$ cat src/hw/scsp_pkg.sv
// constants and types for the system clock select and prescale block
// assumes one ref_clk domain, apb slave with 8-bit byte address
//
// Contract
// - system source codes 0..4, 5..7 reserved
// - switch: two old cycles, two new cycles
// - refuse switch to source not ready
// - old source held enabled until switch ends
// - source field needs protected write
// - prescaler register needs protected write
// - first stage codes 0, odd 1..17
// - first stage rewritable during operation
// - second/third stage code decode
// - stage chain: quad, double, single rate
// - lock blocks source and prescaler changes
// - lock set only by protected write
// - lock cleared only by reset
// - counter clock source codes, 3 and 4 reserved
// - counter clock gated by its enable
// - one enable bit per oscillator
// - reset: only default rc enabled
// - multiplier loop ready flag bit 4
// - ready flags bits 3..0 when stable
// - prescaler changes in phase, glitch free
package scsp_pkg;

  // register indices; byte address is four times the index
  localparam logic [7:0] IDX_SYS_SEL = 8'h00;
  localparam logic [7:0] IDX_PSC = 8'h01;
  localparam logic [7:0] IDX_LOCK = 8'h02;
  localparam logic [7:0] IDX_RTC = 8'h03;
  localparam logic [7:0] IDX_OSC_EN = 8'h08;
  localparam logic [7:0] IDX_OSC_RDY = 8'h09;
  localparam logic [7:0] IDX_CCP = 8'h10;
  localparam logic [7:0] ADDR_SYS_SEL = 8'(IDX_SYS_SEL * 4);
  localparam logic [7:0] ADDR_PSC = 8'(IDX_PSC * 4);
  localparam logic [7:0] ADDR_LOCK = 8'(IDX_LOCK * 4);
  localparam logic [7:0] ADDR_RTC = 8'(IDX_RTC * 4);
  localparam logic [7:0] ADDR_OSC_EN = 8'(IDX_OSC_EN * 4);
  localparam logic [7:0] ADDR_OSC_RDY = 8'(IDX_OSC_RDY * 4);
  localparam logic [7:0] ADDR_CCP = 8'(IDX_CCP * 4);

  // field positions
  localparam int SRC_LSB = 0;
  localparam int PSA_LSB = 2;
  localparam int PSBC_LSB = 0;
  localparam int RTC_SRC_LSB = 1;
  localparam int RTC_EN_BIT = 0;
  localparam int LOCK_BIT = 0;
  localparam logic [2:0] SRC_MAX = 3'h4;

  // reset values
  localparam logic [4:0] OSC_EN_RST = 5'h01;
  localparam logic [2:0] SRC_RST = 3'h0;

  // protected write: key opens a short window
  localparam logic [7:0] CCP_KEY = 8'hd8;
  localparam logic [2:0] CCP_WINDOW = 3'h4;

  // switch-over phase lengths in cycles
  localparam logic [1:0] SW_OLD_CYC = 2'h2;
  localparam logic [1:0] SW_NEW_CYC = 2'h2;

  localparam int DIV_W = 11;

  typedef enum logic [1:0] {SW_IDLE, SW_OLD, SW_NEW} scsp_sw_e;

  typedef struct packed {
    scsp_sw_e sw;
    logic [1:0] sw_cnt;
    logic [2:0] src;
    logic [2:0] old_src;
    logic [2:0] sel;
    logic run;
    logic [4:0] psa;
    logic [1:0] psbc;
    logic [3:0] exp_a;
    logic [1:0] exp_b;
    logic exp_c;
    logic [DIV_W-1:0] div_cnt;
    logic lock;
    logic [2:0] rtc_src;
    logic rtc_en;
    logic [4:0] osc_en;
    logic [2:0] ccp_cnt;
    logic [4:0] osc_s1;
    logic [4:0] osc_s2;
    logic [5:0] rtc_s1;
    logic [5:0] rtc_s2;
    logic [5:0] rtc_s3;
    logic [31:0] prdata;
    logic pready;
    logic pslverr;
    logic per4;
    logic per2;
    logic cpu;
    logic rtc_tick;
  } scsp_state_s;

endpackage : scsp_pkg

$ cat src/hw/scsp_top.sv
// system clock source select, three stage prescaler, counter clock gate
// assumes apb master on ref_clk; oscillator and counter clock levels are
// asynchronous and pass two flip-flops first
`timescale 1ns/1ps
`default_nettype none
module scsp_top import scsp_pkg::*; (
  input wire logic ref_clk,
  input wire logic sys_rst,
  input wire logic clk_en,
  input wire logic psel,
  input wire logic penable,
  input wire logic pwrite,
  input wire logic [7:0] paddr,
  input wire logic [31:0] pwdata,
  output logic [31:0] prdata,
  output logic pready,
  output logic pslverr,
  input wire logic [4:0] osc_stable,
  input wire logic [5:0] rtc_src_lvl,
  output logic [2:0] sys_src_sel,
  output logic sys_clk_run,
  output logic [4:0] osc_enable,
  output logic per4_tick,
  output logic per2_tick,
  output logic cpu_tick,
  output logic rtc_tick
);

  scsp_state_s r_reg;
  scsp_state_s r_next;
  logic wr;
  logic ccp_open;
  logic [4:0] ready;
  logic [2:0] src_code;
  logic [4:0] psa_code;
  logic [2:0] rtc_code;
  logic cpu_now;

  function automatic logic [4:0] onehot(input logic [2:0] code);
    return (code <= SRC_MAX) ? 5'(5'h01 << code) : 5'h00;
  endfunction : onehot

  function automatic logic [DIV_W-1:0] lowmask(input logic [3:0] k);
    return DIV_W'((12'h001 << k) - 12'h001);
  endfunction : lowmask

  // valid first stage codes: zero or odd up to 17
  function automatic logic psa_valid(input logic [4:0] c);
    return (c == 5'h00) || (c[0] && c <= 5'h11);
  endfunction : psa_valid

  function automatic logic [3:0] psa_exp(input logic [4:0] c);
    return (c == 5'h00) ? 4'h0 : 4'(c[4:1] + 4'h1);
  endfunction : psa_exp

  function automatic logic rtc_valid(input logic [2:0] c);
    return (c != 3'h3) && (c != 3'h4);
  endfunction : rtc_valid

  // counter clock input lane for a source code
  function automatic logic [2:0] rtc_idx(input logic [2:0] c);
    return (c >= 3'h5) ? 3'(c - 3'h2) : c;
  endfunction : rtc_idx

  assign wr = psel & penable & r_reg.pready & pwrite;
  assign ccp_open = (r_reg.ccp_cnt != 3'h0);
  assign ready = r_reg.osc_s2 & r_reg.osc_en;
  assign src_code = pwdata[SRC_LSB +: 3];
  assign psa_code = pwdata[PSA_LSB +: 5];
  assign rtc_code = pwdata[RTC_SRC_LSB +: 3];
  assign cpu_now = &(r_reg.div_cnt |
    ~lowmask(4'(r_reg.exp_a + 4'(r_reg.exp_b) + 4'(r_reg.exp_c))));

  always_comb begin
    r_next = r_reg;
    r_next.osc_s1 = osc_stable;
    r_next.osc_s2 = r_reg.osc_s1;
    r_next.rtc_s1 = rtc_src_lvl;
    r_next.rtc_s2 = r_reg.rtc_s1;
    r_next.rtc_s3 = r_reg.rtc_s2;

    // answer in the cycle after setup; zero wait states
    r_next.pready = psel & ~penable;
    r_next.pslverr = 1'b0;
    r_next.prdata = 32'h0000_0000;
    if (psel && !penable) begin
      case (paddr)
        ADDR_SYS_SEL: r_next.prdata = {29'h0000_0000, r_reg.src};
        ADDR_PSC: r_next.prdata = {25'h000_0000, r_reg.psa, r_reg.psbc};
        ADDR_LOCK: r_next.prdata = {31'h0000_0000, r_reg.lock};
        ADDR_RTC: r_next.prdata = {28'h000_0000, r_reg.rtc_src, r_reg.rtc_en};
        ADDR_OSC_EN: r_next.prdata = {27'h000_0000, r_reg.osc_en};
        ADDR_OSC_RDY: r_next.prdata = {27'h000_0000, ready};
        ADDR_CCP: r_next.prdata = 32'h0000_0000;
        default: r_next.pslverr = 1'b1;
      endcase
    end

    if (ccp_open) begin
      r_next.ccp_cnt = 3'(r_reg.ccp_cnt - 3'h1);
    end

    if (wr) begin
      case (paddr)
        ADDR_CCP: begin
          if (pwdata[7:0] == CCP_KEY) begin
            r_next.ccp_cnt = CCP_WINDOW;
          end
        end
        ADDR_SYS_SEL: begin
          // plain writes fall through untouched
          if (ccp_open) begin
            r_next.ccp_cnt = 3'h0;
            if (!r_reg.lock && r_reg.sw == SW_IDLE &&
                src_code <= SRC_MAX &&
                (onehot(src_code) & ready) != 5'h00 &&
                src_code != r_reg.src) begin
              r_next.src = src_code;
              r_next.sw = SW_OLD;
              r_next.sw_cnt = 2'h0;
            end
          end
        end
        ADDR_PSC: begin
          if (ccp_open) begin
            r_next.ccp_cnt = 3'h0;
            if (!r_reg.lock && psa_valid(psa_code)) begin
              r_next.psa = psa_code;
              r_next.psbc = pwdata[PSBC_LSB +: 2];
            end
          end
        end
        ADDR_LOCK: begin
          if (ccp_open) begin
            r_next.ccp_cnt = 3'h0;
            // a zero never clears it
            r_next.lock = r_reg.lock | pwdata[LOCK_BIT];
          end
        end
        ADDR_RTC: begin
          if (rtc_valid(rtc_code)) begin
            r_next.rtc_src = rtc_code;
            r_next.rtc_en = pwdata[RTC_EN_BIT];
          end
        end
        ADDR_OSC_EN: begin
          r_next.osc_en = pwdata[4:0];
        end
        default: begin
        end
      endcase
    end

    case (r_reg.sw)
      SW_IDLE: begin
      end
      SW_OLD: begin
        if (r_reg.sw_cnt == 2'(SW_OLD_CYC - 2'h1)) begin
          r_next.sw = SW_NEW;
          r_next.sw_cnt = 2'h0;
        end else begin
          r_next.sw_cnt = 2'(r_reg.sw_cnt + 2'h1);
        end
      end
      SW_NEW: begin
        if (r_reg.sw_cnt == 2'(SW_NEW_CYC - 2'h1)) begin
          r_next.sw = SW_IDLE;
          r_next.old_src = r_reg.src;
        end else begin
          r_next.sw_cnt = 2'(r_reg.sw_cnt + 2'h1);
        end
      end
      default: r_next.sw = SW_IDLE;
    endcase

    // the running source and, mid-switch, the one left behind stay on
    r_next.osc_en = r_next.osc_en | onehot(r_next.src) |
      onehot(r_next.old_src);
    r_next.sel = (r_next.sw == SW_OLD) ? r_next.old_src : r_next.src;
    r_next.run = (r_next.sw == SW_IDLE);

    // one shared counter keeps every derived tick in phase; new factors
    // land only on a slowest-clock edge so no short period appears
    r_next.div_cnt = DIV_W'(r_reg.div_cnt + 1'b1);
    if (cpu_now) begin
      r_next.exp_a = psa_exp(r_reg.psa);
      r_next.exp_b = (r_reg.psbc == 2'h2) ? 2'h2 :
        ((r_reg.psbc == 2'h3) ? 2'h1 : 2'h0);
      r_next.exp_c = r_reg.psbc[0];
    end
    r_next.per4 = r_reg.run & (&(r_reg.div_cnt | ~lowmask(r_reg.exp_a)));
    r_next.per2 = r_reg.run & (&(r_reg.div_cnt |
      ~lowmask(4'(r_reg.exp_a + 4'(r_reg.exp_b)))));
    r_next.cpu = r_reg.run & cpu_now;

    // rising edge of the chosen counter clock, after synchronising
    r_next.rtc_tick = r_reg.rtc_en &
      r_reg.rtc_s2[rtc_idx(r_reg.rtc_src)] &
      ~r_reg.rtc_s3[rtc_idx(r_reg.rtc_src)];
  end

  always_ff @(posedge ref_clk or posedge sys_rst) begin
    if (sys_rst) begin
      r_reg <= '0;
      r_reg.sw <= SW_IDLE;
      r_reg.src <= SRC_RST;
      r_reg.old_src <= SRC_RST;
      r_reg.sel <= SRC_RST;
      r_reg.run <= 1'b1;
      r_reg.osc_en <= OSC_EN_RST;
    end else if (clk_en) begin
      r_reg <= r_next;
    end
  end

  assign prdata = r_reg.prdata;
  assign pready = r_reg.pready;
  assign pslverr = r_reg.pslverr;
  assign sys_src_sel = r_reg.sel;
  assign sys_clk_run = r_reg.run;
  assign osc_enable = r_reg.osc_en;
  assign per4_tick = r_reg.per4;
  assign per2_tick = r_reg.per2;
  assign cpu_tick = r_reg.cpu;
  assign rtc_tick = r_reg.rtc_tick;
endmodule : scsp_top
`default_nettype wire

$ cat config.mk
export PLATFORM = sky130hd
export DESIGN_NAME = scsp_top
export DESIGN_NICKNAME = d
export VERILOG_FILES = /design/src/hw/scsp_pkg.sv /design/src/hw/scsp_top.sv
export SDC_FILE = /design/constraint.sdc
export NUM_CORES = 1
export LEC_CHECK = 0
export BUFFER_PORTS_ARGS = -buffer_cell sky130_fd_sc_hd__buf_2
export CAP_MARGIN = 20
export CORE_UTILIZATION = 57
export CTS_CLUSTER_DIAMETER = 80
export DETAILED_ROUTE_END_ITERATION = 10
export PLACE_DENSITY_LB_ADDON = 0.15
export SYNTH_ARGS = -nofsm -noshare
export SYNTH_HDL_FRONTEND = slang
export SYNTH_SLANG_ARGS = --single-unit
$ cat constraint.sdc
create_clock -name ref_clk -period 5.1 [get_ports ref_clk]
set_input_delay 1.02 -clock ref_clk [delete_from_list [all_inputs] [get_ports ref_clk]]
set_output_delay 1.02 -clock ref_clk [all_outputs]
set_load 0.01 [all_outputs]
==> summary by stage <==
Status
The run finished with clean final reports.

Routing
After detailed routing, the number of vias per cell comes to 5.94. The count of TritonRoute iterations in the first routing pass is 6. The remaining antenna violation count is 0. In this run, the number of DRC markers left after iteration 0 of detailed routing was 399. Summing over every cut layer, the via total after detailed routing is between 4,000 and 5,000. The routed wirelength normalized by instance count is 16.8 um. The final layout contains routed wiring with a total length of 13.4 mm.

The total DRC errors in the routed layout is 0.

Floorplanning
The floorplan step defined a core boundary enclosing 10,300 sq um. In this run the count of I/O pins placed on the die edge is 104. The die outline height is 105 um.

The initial utilization of the core area, before any placement, comes to 0.588. Row generation in the floorplan step produced 37 rows. The die covers roughly 11,000 sq um.

The die is ~110 um wide.

Pwr
In this run the static leakage power is approximately 2.9 nW. The maximum vdd drop is 0.224 mV. The total power density per cell area is 291 nW/um^2.

Synthesis
During synthesis, Yosys emitted a total of 0 warnings. The number of different library cells used by synthesis comes to 70. The share of synthesized area occupied by flip-flops and latches is 0.384.

The synthesized netlist occupies a cell area of 6070 sq um. The number of synthesized register bits is 93. The post-synthesis average cell area is roughly 9.5 sq um.

Synthesis produced 640 cells. The synthesized design contains 0 enable-type register cells. Counting flops with an async set or reset pin after synthesis yields a share of 1.00. Among all flip-flop cells after synthesis, the most frequent one is sky130_fd_sc_hd__dfrtp_1.

CTS
The maximum root-to-sink buffer count is 2. After clock tree synthesis, the repair step resized 0 gates. The number of H-tree levels is 3. The total clock sinks is 93. The clock tree from TritonCTS is yes. The number of setup buffers added after CTS is 0. The clock latency of the later-clocked register in the worst-skew pair is between 0.3 and 0.4 ns. The clock slew seen by the registers of the worst setup and hold paths is ~0.10 ns.

The cell chosen for the clock root is sky130_fd_sc_hd__clkbuf_8. The hold-fix buffer count after cts is 0. Buffers inserted during clock tree synthesis total 9.

STA
The number of hold violations in the final report is 0. The setup TNS is 0 ns. Final hold analysis gives a worst-case slack of just under 0.5 ns. Based on the critical path, the design can be clocked at up to 0.230 GHz. The worst relative slew slack is 0.520.

Of the available clock period, the critical path in the final layout requires 0.853. The final number of max-transition violations is 0. For the pin with the worst max-slew slack, the measured transition is 0.720 ns. Setup repair after global routing left no endpoint under its margin. Setup violations remaining at the end of the flow were counted as 0.

The clock arrives with 0.0135 ns of skew. After layout, the minimum clock period comes to 4.35 ns.

Setup path
The most numerous cell type found on the critical path is sky130_fd_sc_hd__ha_1. The data required time at the worst endpoint is 5.37 ns. On the worst path, the slowest cell contributes a delay of 0.54 ns. The element type at the critical path end is a flip-flop. The startpoint identified for the worst register-to-register timing path is r_reg[93]. The capture point of the worst reg-to-reg path is r_reg[92].

Together, buffers and inverters on the worst path number 1. For the worst setup path, the data arrival time is 4.62 ns. The critical path's top delay family is adder cells.

The critical path starts at r_reg[93]. Across all register-to-register paths, the minimum setup slack is 0.75 ns. The kind of critical path is reg2reg. The depth of the worst register-to-register path is 15. The worst-path maximum fanout is 11. The cell with the biggest individual delay on the critical path is sky130_fd_sc_hd__fa_1. The worst setup path is launched from a flip-flop. Traced cell by cell, the critical path runs through ha_1, fa_1, ha_1, inv_1, mux2i_1, mux2i_4, nand3_1, ha_1, nor2b_1, and2_1, mux2i_1, and3_1, a2111oi_4, nand4_4, mux2_1.

Worst hold path
The min-delay analysis places its worst path in the category reg2reg. The worst hold path terminates at r_next[40]. The number of cells traversed by the worst hold path is 2.

The beginning of the worst hold path is r_next[46].

Placed design
The HPWL reported at the end of detailed placement is 10.0 mm. Routability-driven placement finished with a final weighted congestion of 0.868. Buffers placed on the I/O ports in this run total 54.

Global route
The global-route congestion overflow total is 0. The via count of the first global-routing pass is 4,638. The number of antenna violations at the first check in global routing came to 0. Across every metal layer, demand over resource in global routing totals 0.264. The first global-routing pass estimated 23.0 mm of wire. Entering global routing, the biggest net connects 50 pins.

Cells and area
For this run, the post-layout net count is 737. The library cell used most frequently in the layout, excluding fill and tap cells, is sky130_fd_sc_hd__dfrtp_1. The number of inserted diodes is 0. The fraction of layout instances using a drive strength above 1 is 0.209. The layout overhead on the synthesized area is 5.60%. In the layout the commonest cells are sky130_fd_sc_hd__dfrtp_1 (91), sky130_fd_sc_hd__nand2_1 (57), sky130_fd_sc_hd__nor2_1 (55). The register with the most flip-flops in the layout has 54 of them.

Job
The count of max-cap constraint violations is 0.
[worst register-to-register path: stages (launching register included)]
cell and delay [ns]:
sky130_fd_sc_hd__dfrtp_1 0.51, sky130_fd_sc_hd__ha_1 0.28, sky130_fd_sc_hd__fa_1 0.54, sky130_fd_sc_hd__ha_1 0.28
sky130_fd_sc_hd__inv_1 0.14, sky130_fd_sc_hd__mux2i_1 0.24, sky130_fd_sc_hd__mux2i_4 0.16, sky130_fd_sc_hd__nand3_1 0.11
sky130_fd_sc_hd__ha_1 0.37, sky130_fd_sc_hd__nor2b_1 0.21, sky130_fd_sc_hd__and2_1 0.14, sky130_fd_sc_hd__mux2i_1 0.06
sky130_fd_sc_hd__and3_1 0.20, sky130_fd_sc_hd__a2111oi_4 0.33, sky130_fd_sc_hd__nand4_4 0.27, sky130_fd_sc_hd__mux2_1 0.39
[how the worst max path moves through the flow]
stage          depth (start not counted)  slack, ns        end
4_1_cts                               15       0.73  r_reg[92]
2_1_floorplan                         16       1.29  r_reg[95]
3_3_place_gp                          15       0.85  r_reg[95]
6_report                              15       0.75  r_reg[92]
5_1_grt                               15       0.31  r_reg[92]
3_5_place_dp                          15       0.75  r_reg[92]
[final cells by class]
type | instances | area (sq um)
inverter | 23 | 88.8
clock inverter | 6 | 70.1
timing repair buffer | 60 | 315
sequential | 93 | 2330
fill | 897 | 3910
multi-input combinational | 474 | 3310
clock buffer | 10 | 128
tap | 136 | 170
[Yosys cell counts (3+ instances only)]
cell | instances | area, sq um
sky130_fd_sc_hd__a21oi_1 | 26 | 130
sky130_fd_sc_hd__mux2i_1 | 22 | 220
sky130_fd_sc_hd__xor2_1 | 3 | 26.3
sky130_fd_sc_hd__a21bo_2 | 3 | 30.0
sky130_fd_sc_hd__mux2_2 | 43 | 484
sky130_fd_sc_hd__nand3b_1 | 3 | 22.5
sky130_fd_sc_hd__o311ai_0 | 3 | 26.3
sky130_fd_sc_hd__a31oi_1 | 5 | 31.3
sky130_fd_sc_hd__a211oi_1 | 3 | 22.5
sky130_fd_sc_hd__nor4_1 | 6 | 37.5
sky130_fd_sc_hd__clkbuf_1 | 30 | 113
sky130_fd_sc_hd__dfrtp_1 | 91 | 2280
sky130_fd_sc_hd__nand2b_1 | 11 | 68.8
sky130_fd_sc_hd__o211ai_1 | 3 | 22.5
sky130_fd_sc_hd__nand3_1 | 19 | 95.1
sky130_fd_sc_hd__or4_1 | 3 | 22.5
sky130_fd_sc_hd__nor3b_1 | 3 | 22.5
sky130_fd_sc_hd__a21boi_0 | 7 | 52.6
sky130_fd_sc_hd__nor2b_1 | 8 | 50.1
sky130_fd_sc_hd__a22oi_1 | 3 | 22.5
sky130_fd_sc_hd__mux2_1 | 3 | 33.8
sky130_fd_sc_hd__a32oi_1 | 4 | 35.0
sky130_fd_sc_hd__and3_1 | 10 | 62.6
sky130_fd_sc_hd__inv_1 | 22 | 82.6
sky130_fd_sc_hd__o22ai_1 | 8 | 50.1
sky130_fd_sc_hd__nor2_1 | 55 | 206
sky130_fd_sc_hd__o32ai_1 | 4 | 35.0
sky130_fd_sc_hd__nand4_1 | 6 | 37.5
sky130_fd_sc_hd__xnor2_1 | 15 | 131
sky130_fd_sc_hd__nand2_1 | 57 | 214
sky130_fd_sc_hd__buf_2 | 3 | 15.0
sky130_fd_sc_hd__o2bb2ai_1 | 9 | 78.8
sky130_fd_sc_hd__a21o_1 | 3 | 22.5
sky130_fd_sc_hd__ha_1 | 18 | 225
sky130_fd_sc_hd__buf_4 | 41 | 308
sky130_fd_sc_hd__o21ai_0 | 36 | 180
sky130_fd_sc_hd__a22o_1 | 3 | 26.3
sky130_fd_sc_hd__nor3_1 | 8 | 40.0
[through the flow]
stage,setup WS (ns),std cells,cell area [sq um],power (mW),util
2_1_floorplan,1.29,664,6160,1.26,-
3_3_place_gp,0.851,786,6220,1.35,0.602
3_5_place_dp,0.750,786,6220,1.38,0.602
4_1_cts,0.729,802,6410,1.88,0.621
5_1_grt,0.313,802,6410,1.98,0.621
6_report,0.749,802,6410,1.87,0.621
[cell families (layout without fill, tap and decap cells)]
kind of cell | Yosys count | count (layout) | synth area share
and+or+nand+nor | 201 | 201 | 0.165
AOI/OAI and AO/OA | 135 | 135 | 0.153
buffers and inverters | 97 | 99 | 0.0859
DFF | 93 | 93 | 0.384
muxes | 72 | 72 | 0.135
xor gates and xnor gates | 21 | 21 | 0.0350
adders and majority gates | 20 | 20 | 0.0420
other | 1 | 25 | 0.000617
[per-layer routing]
metal  routed length (um)  GRT usage  up-vias
li1                     -          -     2261
met1                 5830      0.350     2319
met2                 6700      0.437      159
met3                  684     0.0482       22
met4                  226     0.0926        0
met5                    0          0        -
[power by group]
group	internal, mW	switching (mW)	leakage, nW
Combinational	0.185	0.207	1.64
Sequential	0.838	0.132	1.16
Clock	0.231	0.277	0.101
Power figures use the tool's default switching activity.
